$ cat config.mk
export PLATFORM = sky130hd
export DESIGN_NAME = tlsi_lamp_ctrl
export DESIGN_NICKNAME = d
export VERILOG_FILES = /design/src/rtl/tlsi_pkg.sv /design/src/rtl/tlsi_lamp_ctrl.sv /design/src/rtl/tlsi_timebase.sv
export SDC_FILE = /design/constraint.sdc
export NUM_CORES = 1
export LEC_CHECK = 0
export ABC_AREA = 1
export BUFFER_PORTS_ARGS = -buffer_cell sky130_fd_sc_hd__buf_4
export CAP_MARGIN = 20
export CORE_MARGIN = 3
export CORE_UTILIZATION = 50
export CTS_CLUSTER_DIAMETER = 150
export DETAILED_ROUTE_END_ITERATION = 16
export HOLD_SLACK_MARGIN = 0.1
export PLACE_DENSITY = 0.69
export SLEW_MARGIN = 10
export SYNTH_ARGS = -nofsm -noshare
export SYNTH_HDL_FRONTEND = slang
export SYNTH_SLANG_ARGS = --single-unit
$ cat constraint.sdc
create_clock -name I_SYS_CLK -period 4.62 [get_ports I_SYS_CLK]
set_input_delay 0.693 -clock I_SYS_CLK [delete_from_list [all_inputs] [get_ports I_SYS_CLK]]
set_output_delay 0.693 -clock I_SYS_CLK [all_outputs]
set_load 0.02 [all_outputs]
$ cat src/rtl/tlsi_pkg.sv
// Constants shared by the trunk card lamp sequencer.
// Assumes a single card clock at 100 MHz and a synchronous reset.
package tlsi_pkg;

  // ----------------------------------------------------------------
  // Clock and timebase
  // ----------------------------------------------------------------
  localparam int CLK_HZ = 100000000;
  localparam int SEC_CYCLES = CLK_HZ; // One second in clock cycles
  localparam int BLINK_HALF_MS = 250; // Default blink half-period in ms
  localparam int BLINK_HALF_CYCLES = (CLK_HZ / 1000) * BLINK_HALF_MS;

  // ----------------------------------------------------------------
  // Power-on sequence timing, in seconds
  // ----------------------------------------------------------------
  localparam logic [3:0] ALL_ON_SEC = 4'hB; // Eleven seconds
  localparam logic [3:0] ALL_OFF_SEC = 4'h1; // One second
  localparam logic [3:0] CLKC_DARK_SEC = 4'h2; // Two seconds

  // ----------------------------------------------------------------
  // Flash counts
  // ----------------------------------------------------------------
  localparam logic [3:0] FLASH_PASS = 4'h3;
  localparam logic [3:0] FLASH_PARTIAL = 4'h5;
  localparam logic [3:0] FLASH_CLKC = 4'h2;

  // ----------------------------------------------------------------
  // Lamp colour encoding {green, red}; yellow has its own pin
  // ----------------------------------------------------------------
  localparam logic [1:0] LAMP_DARK = 2'h0;
  localparam logic [1:0] LAMP_RED = 2'h1;
  localparam logic [1:0] LAMP_GREEN = 2'h2;

  typedef enum {
    MS_ALL_ON,
    MS_ALL_OFF,
    MS_FLASH,
    MS_NORMAL
  } tlsi_main_e;

  typedef enum {
    CS_DARK,
    CS_WAIT,
    CS_FLASH,
    CS_RED,
    CS_ENABLED
  } tlsi_clkc_e;

endpackage

$ cat src/rtl/tlsi_lamp_ctrl.sv
// Faceplate lamp driver for a T1 digital trunk card.
// Assumes status inputs come from card logic on the same clock, and the
// self-test result is settled before the all-lamps-off second ends.
//
// Overview of operation
// - At reset all five main lamps light together for eleven seconds.
// - Then all five main lamps go dark for one second.
// - A passing self-test flashes the five main lamps three times.
// - A partial-failure result flashes them five times instead.
// - After flashing, each main lamp follows its own status condition.
// - Disabled lamp is red while the card is disabled, else dark.
// - Active lamp green only if enabled, alarm free and not in loopback.
// - Red-alarm lamp lit red while a red alarm is present.
// - Far-end alarm lamp lit yellow while a yellow alarm is present.
// - Loopback lamp lit green while the card is in loopback.
// - Clock controller lamp stays dark two seconds after power-up.
// - On clock controller pass its lamp flashes red twice.
// - Then steady red until enabled; then steady or flashing green.
// - Signalling handler lamp is steady red from power-on, no self-test.
// - Signalling handler lamp turns steady green once enabled.
// - Signalling handler test starts only on an explicit software command.
`timescale 1ns/100ps
module tlsi_lamp_ctrl
  import tlsi_pkg::*;
#(
  parameter int SEC_DIV = SEC_CYCLES,
  parameter int BLINK_DIV = BLINK_HALF_CYCLES
) (
  input wire logic I_SYS_CLK,
  input wire logic I_RST,
  input wire logic i_card_disabled,
  input wire logic i_red_alarm,
  input wire logic i_yellow_alarm,
  input wire logic i_loopback,
  input wire logic i_test_partial_fail,
  input wire logic i_clkc_test_pass,
  input wire logic i_clkc_enabled,
  input wire logic i_clkc_flash_green,
  input wire logic i_sch_enabled,
  input wire logic i_sch_test_cmd,
  output logic O_CARD_DISABLED_LAMP,
  output logic O_CARD_ACTIVE_LAMP,
  output logic O_RED_ALARM_LAMP,
  output logic O_FAR_END_ALARM_LAMP,
  output logic O_LOOPBACK_LAMP,
  output logic [1:0] O_CLKC_LAMP,
  output logic [1:0] O_SCH_LAMP,
  output logic O_SCH_TEST_START,
  output logic O_SELFTEST_DONE
);

  // ----------------------------------------------------------------
  // Shared helpers
  // ----------------------------------------------------------------
  // True when one more step brings a four-bit count to its end value;
  // the sum stays four bits wide, matching the counters it serves
  function automatic logic step_hits(input logic [3:0] count, input logic [3:0] limit);
    logic [3:0] stepped;
    stepped = count + 4'h1;
    return stepped == limit;
  endfunction

  // Half-periods in a run of on/off flashes; seven flashes at the most
  function automatic logic [3:0] flash_halves(input logic [3:0] flashes);
    return {flashes[2:0], 1'b0};
  endfunction

  // ----------------------------------------------------------------
  // Timebase
  // ----------------------------------------------------------------
  logic sec_tick;
  logic half_tick;

  // One prescaler feeds every sequence, so all lamps share one time grid
  tlsi_timebase #(
    .SEC_DIV(SEC_DIV),
    .BLINK_DIV(BLINK_DIV)
  ) u_timebase (
    .i_clk(I_SYS_CLK),
    .i_rst(I_RST),
    .o_sec_tick(sec_tick),
    .o_half_tick(half_tick)
  );

  // Free blink phase, used for the flashing-green clock controller state
  logic blink_phase;

  always_ff @(posedge I_SYS_CLK) begin
    if (I_RST) begin
      blink_phase <= 1'b0;
    end else if (half_tick) begin
      blink_phase <= ~blink_phase;
    end
  end

  // ----------------------------------------------------------------
  // Main lamp sequence
  // ----------------------------------------------------------------
  // Four-bit counters: eleven seconds and ten half-periods both fit
  tlsi_main_e main_state;
  tlsi_main_e next_main_state;
  logic [3:0] main_sec;
  logic [3:0] next_main_sec;
  logic [3:0] main_half;
  logic [3:0] next_main_half;
  logic [3:0] flash_target;

  // One flash is an on half-period followed by an off half-period
  wire [3:0] flash_count = i_test_partial_fail ? FLASH_PARTIAL : FLASH_PASS;
  wire main_flash_on = (main_state == MS_FLASH) && ~main_half[0];
  wire test_all_on = (main_state == MS_ALL_ON) || main_flash_on;
  wire main_normal = (main_state == MS_NORMAL);

  // Sequencer transitions; the flash count is latched when flashing starts
  always_comb begin
    next_main_state = main_state;
    next_main_sec = main_sec;
    next_main_half = main_half;
    case (main_state)
      MS_ALL_ON: begin
        if (sec_tick) begin
          next_main_sec = main_sec + 4'h1;
          if (step_hits(main_sec, ALL_ON_SEC)) begin
            next_main_state = MS_ALL_OFF;
            next_main_sec = 4'h0;
          end
        end
      end
      MS_ALL_OFF: begin
        if (sec_tick) begin
          next_main_sec = main_sec + 4'h1;
          if (step_hits(main_sec, ALL_OFF_SEC)) begin
            next_main_state = MS_FLASH;
            next_main_sec = 4'h0;
            next_main_half = 4'h0;
          end
        end
      end
      MS_FLASH: begin
        if (half_tick) begin
          next_main_half = main_half + 4'h1;
          if (step_hits(main_half, flash_halves(flash_target))) begin
            next_main_state = MS_NORMAL;
          end
        end
      end
      default: begin
        next_main_state = MS_NORMAL;
      end
    endcase
  end

  // Sequencer registers; the flash count follows the result only during the all-off second
  always_ff @(posedge I_SYS_CLK) begin
    if (I_RST) begin
      main_state <= MS_ALL_ON;
      main_sec <= 4'h0;
      main_half <= 4'h0;
      flash_target <= FLASH_PASS;
    end else begin
      main_state <= next_main_state;
      main_sec <= next_main_sec;
      main_half <= next_main_half;
      if (main_state == MS_ALL_OFF) begin
        flash_target <= flash_count;
      end
    end
  end

  // ----------------------------------------------------------------
  // Normal status decode
  // ----------------------------------------------------------------
  // Each lamp mirrors one status input; active needs all of them clear
  wire norm_dis = i_card_disabled;
  wire norm_act = ~i_card_disabled & ~i_red_alarm & ~i_yellow_alarm & ~i_loopback;
  wire norm_red = i_red_alarm;
  wire norm_yel = i_yellow_alarm;
  wire norm_lbk = i_loopback;

  // Test pattern overrides status until the sequence completes
  wire next_dis = main_normal ? norm_dis : test_all_on;
  wire next_act = main_normal ? norm_act : test_all_on;
  wire next_red = main_normal ? norm_red : test_all_on;
  wire next_yel = main_normal ? norm_yel : test_all_on;
  wire next_lbk = main_normal ? norm_lbk : test_all_on;

  // Registered so every faceplate output comes straight from a flop
  always_ff @(posedge I_SYS_CLK) begin
    if (I_RST) begin
      O_CARD_DISABLED_LAMP <= 1'b0;
      O_CARD_ACTIVE_LAMP <= 1'b0;
      O_RED_ALARM_LAMP <= 1'b0;
      O_FAR_END_ALARM_LAMP <= 1'b0;
      O_LOOPBACK_LAMP <= 1'b0;
      O_SELFTEST_DONE <= 1'b0;
    end else begin
      O_CARD_DISABLED_LAMP <= next_dis;
      O_CARD_ACTIVE_LAMP <= next_act;
      O_RED_ALARM_LAMP <= next_red;
      O_FAR_END_ALARM_LAMP <= next_yel;
      O_LOOPBACK_LAMP <= next_lbk;
      O_SELFTEST_DONE <= main_normal;
    end
  end

  // ----------------------------------------------------------------
  // Clock controller daughterboard lamp
  // ----------------------------------------------------------------
  // One counter serves the dark seconds and the flash half-periods
  tlsi_clkc_e clkc_state;
  tlsi_clkc_e next_clkc_state;
  logic [3:0] clkc_cnt;
  logic [3:0] next_clkc_cnt;

  // A failed test leaves the lamp dark, a limitation chosen for safety
  always_comb begin
    next_clkc_state = clkc_state;
    next_clkc_cnt = clkc_cnt;
    case (clkc_state)
      CS_DARK: begin
        if (sec_tick) begin
          next_clkc_cnt = clkc_cnt + 4'h1;
          if (step_hits(clkc_cnt, CLKC_DARK_SEC)) begin
            next_clkc_state = CS_WAIT;
            next_clkc_cnt = 4'h0;
          end
        end
      end
      CS_WAIT: begin
        if (i_clkc_test_pass && half_tick) begin
          next_clkc_state = CS_FLASH;
          next_clkc_cnt = 4'h0;
        end
      end
      CS_FLASH: begin
        if (half_tick) begin
          next_clkc_cnt = clkc_cnt + 4'h1;
          if (step_hits(clkc_cnt, flash_halves(FLASH_CLKC))) begin
            next_clkc_state = CS_RED;
          end
        end
      end
      CS_RED: begin
        if (i_clkc_enabled) begin
          next_clkc_state = CS_ENABLED;
        end
      end
      CS_ENABLED: begin
        if (!i_clkc_enabled) begin
          next_clkc_state = CS_RED;
        end
      end
      default: begin
        next_clkc_state = CS_DARK;
      end
    endcase
  end

  // Flashing green is gated by the free blink phase; red flashing starts lit
  wire clkc_green_on = ~i_clkc_flash_green | blink_phase;
  wire [1:0] next_clkc_lamp =
    (clkc_state == CS_FLASH) ? (clkc_cnt[0] ? LAMP_DARK : LAMP_RED) :
    (clkc_state == CS_RED) ? LAMP_RED :
    (clkc_state == CS_ENABLED) ? (clkc_green_on ? LAMP_GREEN : LAMP_DARK) :
    LAMP_DARK;

  // Controller lamp registers
  always_ff @(posedge I_SYS_CLK) begin
    if (I_RST) begin
      clkc_state <= CS_DARK;
      clkc_cnt <= 4'h0;
      O_CLKC_LAMP <= LAMP_DARK;
    end else begin
      clkc_state <= next_clkc_state;
      clkc_cnt <= next_clkc_cnt;
      O_CLKC_LAMP <= next_clkc_lamp;
    end
  end

  // ----------------------------------------------------------------
  // Signalling channel handler lamp and manual test request
  // ----------------------------------------------------------------
  // Edge detector for the manual test command
  logic sch_cmd_prev;
  wire sch_cmd_rise = i_sch_test_cmd & ~sch_cmd_prev;

  // No self-test at power-on; red is shown from reset until enabled.
  // The detector resets as if the command were already high, so a command
  // left asserted through reset never starts a test by itself.
  always_ff @(posedge I_SYS_CLK) begin
    if (I_RST) begin
      O_SCH_LAMP <= LAMP_RED;
      sch_cmd_prev <= 1'b1;
      O_SCH_TEST_START <= 1'b0;
    end else begin
      O_SCH_LAMP <= i_sch_enabled ? LAMP_GREEN : LAMP_RED;
      sch_cmd_prev <= i_sch_test_cmd;
      O_SCH_TEST_START <= sch_cmd_rise;
    end
  end

endmodule

$ cat src/rtl/tlsi_timebase.sv
// Prescaler giving a one-cycle seconds tick and a one-cycle blink half-period tick.
// Assumes it runs on the card clock with the shared synchronous reset.
`timescale 1ns/100ps
module tlsi_timebase
  import tlsi_pkg::*;
#(
  parameter int SEC_DIV = SEC_CYCLES,
  parameter int BLINK_DIV = BLINK_HALF_CYCLES
) (
  input wire logic i_clk,
  input wire logic i_rst,
  output logic o_sec_tick,
  output logic o_half_tick
);

  // ----------------------------------------------------------------
  // Counters
  // ----------------------------------------------------------------
  logic [31:0] sec_cnt;
  logic [31:0] half_cnt;
  wire sec_wrap = (sec_cnt == 32'(SEC_DIV - 1));
  wire half_wrap = (half_cnt == 32'(BLINK_DIV - 1));

  // Free running; restarted by reset so the sequence timing is exact
  always_ff @(posedge i_clk) begin
    if (i_rst) begin
      sec_cnt <= 32'h0;
      half_cnt <= 32'h0;
      o_sec_tick <= 1'b0;
      o_half_tick <= 1'b0;
    end else begin
      sec_cnt <= sec_wrap ? 32'h0 : sec_cnt + 32'h1;
      half_cnt <= half_wrap ? 32'h0 : half_cnt + 32'h1;
      o_sec_tick <= sec_wrap;
      o_half_tick <= half_wrap;
    end
  end

endmodule
==> impl_results.rst <==
.. list-table::
   :header-rows: 1

   * - Metric
     - Value
   * - Outcome
     - completed
   * - Worst slack at placement
     - 2.45 ns
   * - Number of instances resized during post-cts repair
     - 0
   * - Share of cells above drive strength 1
     - 8.16%
   * - Core Rows
     - 37
   * - Post-route non-filler standard cell count
     - 994
   * - Area leader, netlist
     - sky130_fd_sc_hd__dfxtp_1
   * - Initial antenna violation count
     - 0
   * - Final Hold Vio Count
     - 0
   * - Die area
     - 0.0121 sq mm
   * - Number of clock sinks
     - 98
   * - Area of the placeable core
     - 0.0104 sq mm
   * - Initial core utilization
     - 52.0%
   * - Post-DP Area
     - 0.00565 sq mm
   * - Clock tree root driver cell
     - sky130_fd_sc_hd__clkbuf_8
   * - Capturing element type of the critical path
     - flip-flop
   * - Synthesized area per cell
     - 6.51 sq um
   * - Synthesis warning total
     - 0
   * - Slew Viols, Final
     - 0
   * - Hold-critical path endpoint
     - O_SCH_TEST_START
   * - Nature of the critical path startpoint
     - flip-flop
   * - Aggregate global-route resource usage
     - 22.0%
   * - Via count of the first global-routing pass
     - 4752
   * - Final Power
     - 1.51 mW
   * - Combinational Power Share
     - 3.2%
   * - TritonCTS clock tree
     - built
   * - Top cells by area, synth
     - sky130_fd_sc_hd__dfxtp_1, sky130_fd_sc_hd__nand2_1, sky130_fd_sc_hd__inv_1
   * - Post-synth net total
     - 853
   * - Input/output buffers
     - 22
   * - First-pass GRT wire length
     - 21.3 mm
   * - DR vias/cell
     - 5.13
   * - Power share of the clock group
     - 40.1%
   * - Dpl cells
     - 978
   * - Highest-count cells in the layout ignoring fill and taps
     - sky130_fd_sc_hd__nand2_1, sky130_fd_sc_hd__inv_1, sky130_fd_sc_hd__nor2_1
   * - Horiz. Die Dim
     - 110 um
   * - Type of the tightest min-delay check
     - reg2reg
   * - Clock insertion delay at the later pin of the skew report
     - 0.38 ns
   * - H-tree levels
     - 3
   * - Most frequent standard cell in the layout excluding fill and tap cells
     - sky130_fd_sc_hd__nand2_1
   * - Final net count
     - 874
   * - Slew Limit Headroom
     - 43.1%
   * - Fraction of the yosys area taken by sequential cells
     - 36.2%
   * - Power share of the sequential group
     - 56.6%
   * - Number of synthesized register bits
     - 98
   * - Routed len/inst
     - 12.8 um
   * - Distinct cells, synth
     - 34
   * - TritonCTS Buffers
     - 9
   * - Setup bufs post-CTS
     - 0
   * - Final critical-path share of the clock period
     - 47.3%
   * - Worst Path Class, Setup
     - reg2reg
   * - Unrepaired setup endpoints after global routing
     - no
   * - Total grt overflow
     - 0
   * - Post-detailed-route DRC marker count
     - 0
   * - Achievable clock frequency
     - 457 MHz
   * - Worst-case clock skew
     - 0.0103 ns
   * - Psw
     - 0.334 mW
   * - Residual antenna-violating net count after detailed routing
     - 0
   * - Half-perimeter wire length after detailed placement
     - 9.74 mm
   * - Clock Tree Buf Depth
     - 2
   * - Routed via count
     - 5104
   * - Total of hold buffers inserted after clock tree synthesis
     - 0
   * - Length in cells of the worst reg-to-reg path
     - 8
   * - Design area
     - 0.00587 sq mm
   * - Number of cells traversed by the worst hold path
     - 1
   * - Share of Yosys cell area claimed by the top area cell type
     - 36.2%
   * - Transition time of the tightest slew-check pin
     - 0.851 ns
   * - Worst Hold Margin
     - 0.391 ns
   * - Total I/O pin count
     - 23
   * - Leakage component of the power
     - 2.07 nW
   * - Required time of the critical path
     - 4.83 ns
   * - Critical-path maximum fanout
     - 31
   * - Slack of the critical path
     - 2.43 ns
   * - Chip height
     - 110 um
   * - Clock input transition at the sequential cells of the worst setup and hold paths
     - 0.09 ns
   * - Weighted congestion at the end of routability-driven global placement
     - 1.04
   * - Core utilization of the finished layout
     - 56.3%
   * - Internal power
     - 1.18 mW
   * - Max-Cap Viols
     - 0
   * - Post-synthesis to final-layout area growth
     - 8.41%
   * - Antenna Diode Count
     - 0
   * - Total routed wirelength
     - 12.7 mm
   * - Summed instance area of the synthesized netlist
     - 0.00541 sq mm
   * - Data arrival time at the worst-slack endpoint
     - 2.40 ns
   * - Fraction of power spent switching nets
     - 22.0%
   * - Number of failing setup endpoints in the final timing report
     - 0
   * - Capture instance of the worst register-to-register path
     - u_timebase.sec_cnt[28]
   * - Shortest clock period the worst path allows after layout
     - 2.19 ns
   * - Setup total negative slack
     - 0 ns
   * - Largest net degree at the start of global routing
     - 33
   * - Detailed router's first-iteration violation count
     - 326
   * - Peak VDD IR
     - 188 uV
   * - Cells after Synth
     - 832
   * - Power per cell area
     - 258 mW/mm^2
   * - Origin of the critical flop-to-flop path
     - u_timebase.sec_cnt[0]
   * - Launch point of the worst hold path
     - sch_cmd_prev
   * - Register-to-register setup slack
     - 2.43 ns
   * - First-pass DRT Iterations
     - 5
   * - Fillers
     - 1030
-- worst max-delay path: stages (launching register included) --
cell and delay, ns:
sky130_fd_sc_hd__dfxtp_1 0.40, sky130_fd_sc_hd__ha_1 0.28, sky130_fd_sc_hd__nand2_2 0.10, sky130_fd_sc_hd__nor2_4 0.15, sky130_fd_sc_hd__nand2_2 0.10, sky130_fd_sc_hd__inv_2 0.09
sky130_fd_sc_hd__nand2_2 0.08, sky130_fd_sc_hd__o21ai_4 0.66, sky130_fd_sc_hd__a21oi_1 0.14
-- layout make-up --
type                            count  area (sq um)  area share [%]
Sequential cell                    98          1960            33.4
Multi-Input combinational cell    599          2890            49.3
Inverter                          123           462            7.87
Clock inverter                      1          30.0           0.512
Timing Repair Buffer               22           165            2.81
Clock buffer                       15           186            3.18
Tap cell                          136           170            2.90
-- logic make-up after synthesis --
logic type | count (synthesis) | share of synthesized area (%)
AOI/OAI and AO/OA | 85 | 8.46
xor gates and xnor gates | 18 | 2.91
adders and majority gates | 9 | 2.08
buffers and inverters | 135 | 10.3
DFF | 98 | 36.2
and+or+nand+nor | 487 | 40.0
-- worst max-delay path by stage --
stage | startpoint | end | slack, ns | depth (start not counted)
finish | u_timebase.sec_cnt[0] | u_timebase.sec_cnt[28] | 2.43 | 8
global placement | I_RST | u_timebase.half_cnt[2] | 2.51 | 4
floorplan | u_timebase.sec_cnt[0] | u_timebase.sec_cnt[11] | 3.09 | 9
detailed placement | I_RST | u_timebase.half_cnt[2] | 2.45 | 4
CTS | u_timebase.sec_cnt[0] | u_timebase.sec_cnt[28] | 2.43 | 8
global route | u_timebase.sec_cnt[0] | u_timebase.sec_cnt[15] | 2.24 | 8
-- flip-flops by register name, indices dropped and copies added, names as in the netlist, 2 cells and up --
register             count
main_sec                 4
u_timebase.sec_cnt      32
O_SCH_LAMP               2
clkc_cnt                 4
flash_target             2
u_timebase.half_cnt     32
O_CLKC_LAMP              2
main_state               2
main_half                4
clkc_state               3
-- metal layers --
metal / global-route usage, % / vias to the layer above / wire length, um
met5: 0 / - / 0
met2: 38.0 / 98 / 6110
met1: 27.7 / 2303 / 5900
met3: 3.32 / 18 / 515
met4: 8.19 / 0 / 216
li1: - / 2685 / -
-- power groups by stage --
stage	clock network [mW]	registers, mW	logic [mW]
global route	0.651	0.859	0.0553
global placement	0	0.877	0.0486
finish	0.608	0.857	0.0491
CTS	0.618	0.857	0.0498
floorplan	0	0.881	0.0311
detailed placement	0	0.877	0.0495
-- cells in the mapped netlist --
| cell | instances |
|---|---|
| sky130_fd_sc_hd__nor2_1 | 115 |
| sky130_fd_sc_hd__nand4_1 | 28 |
| sky130_fd_sc_hd__nor3b_1 | 1 |
| sky130_fd_sc_hd__a21oi_1 | 57 |
| sky130_fd_sc_hd__o21bai_1 | 2 |
| sky130_fd_sc_hd__clkbuf_1 | 1 |
| sky130_fd_sc_hd__inv_2 | 4 |
| sky130_fd_sc_hd__ha_1 | 9 |
| sky130_fd_sc_hd__nor2_2 | 7 |
| sky130_fd_sc_hd__nor3_2 | 3 |
| sky130_fd_sc_hd__nand3b_1 | 3 |
| sky130_fd_sc_hd__nand2_2 | 6 |
| sky130_fd_sc_hd__or2_2 | 2 |
| sky130_fd_sc_hd__a211oi_1 | 1 |
| sky130_fd_sc_hd__or2_0 | 2 |
| sky130_fd_sc_hd__nand3_2 | 2 |
| sky130_fd_sc_hd__a21oi_2 | 2 |
| sky130_fd_sc_hd__a31oi_1 | 1 |
| sky130_fd_sc_hd__nor4b_1 | 1 |
| sky130_fd_sc_hd__nor3_4 | 1 |
| sky130_fd_sc_hd__xor2_1 | 15 |
| sky130_fd_sc_hd__nand2_1 | 218 |
| sky130_fd_sc_hd__nor2_4 | 4 |
| sky130_fd_sc_hd__nor3_1 | 34 |
| sky130_fd_sc_hd__buf_2 | 5 |
| sky130_fd_sc_hd__buf_6 | 6 |
| sky130_fd_sc_hd__inv_1 | 119 |
| sky130_fd_sc_hd__nand3_1 | 58 |
| sky130_fd_sc_hd__o21ai_4 | 1 |
| sky130_fd_sc_hd__xnor2_1 | 3 |
| sky130_fd_sc_hd__o211ai_1 | 2 |
| sky130_fd_sc_hd__dfxtp_1 | 98 |
| sky130_fd_sc_hd__nand2_4 | 2 |
| sky130_fd_sc_hd__o21ai_0 | 19 |
(Power assumes the default switching activity.)
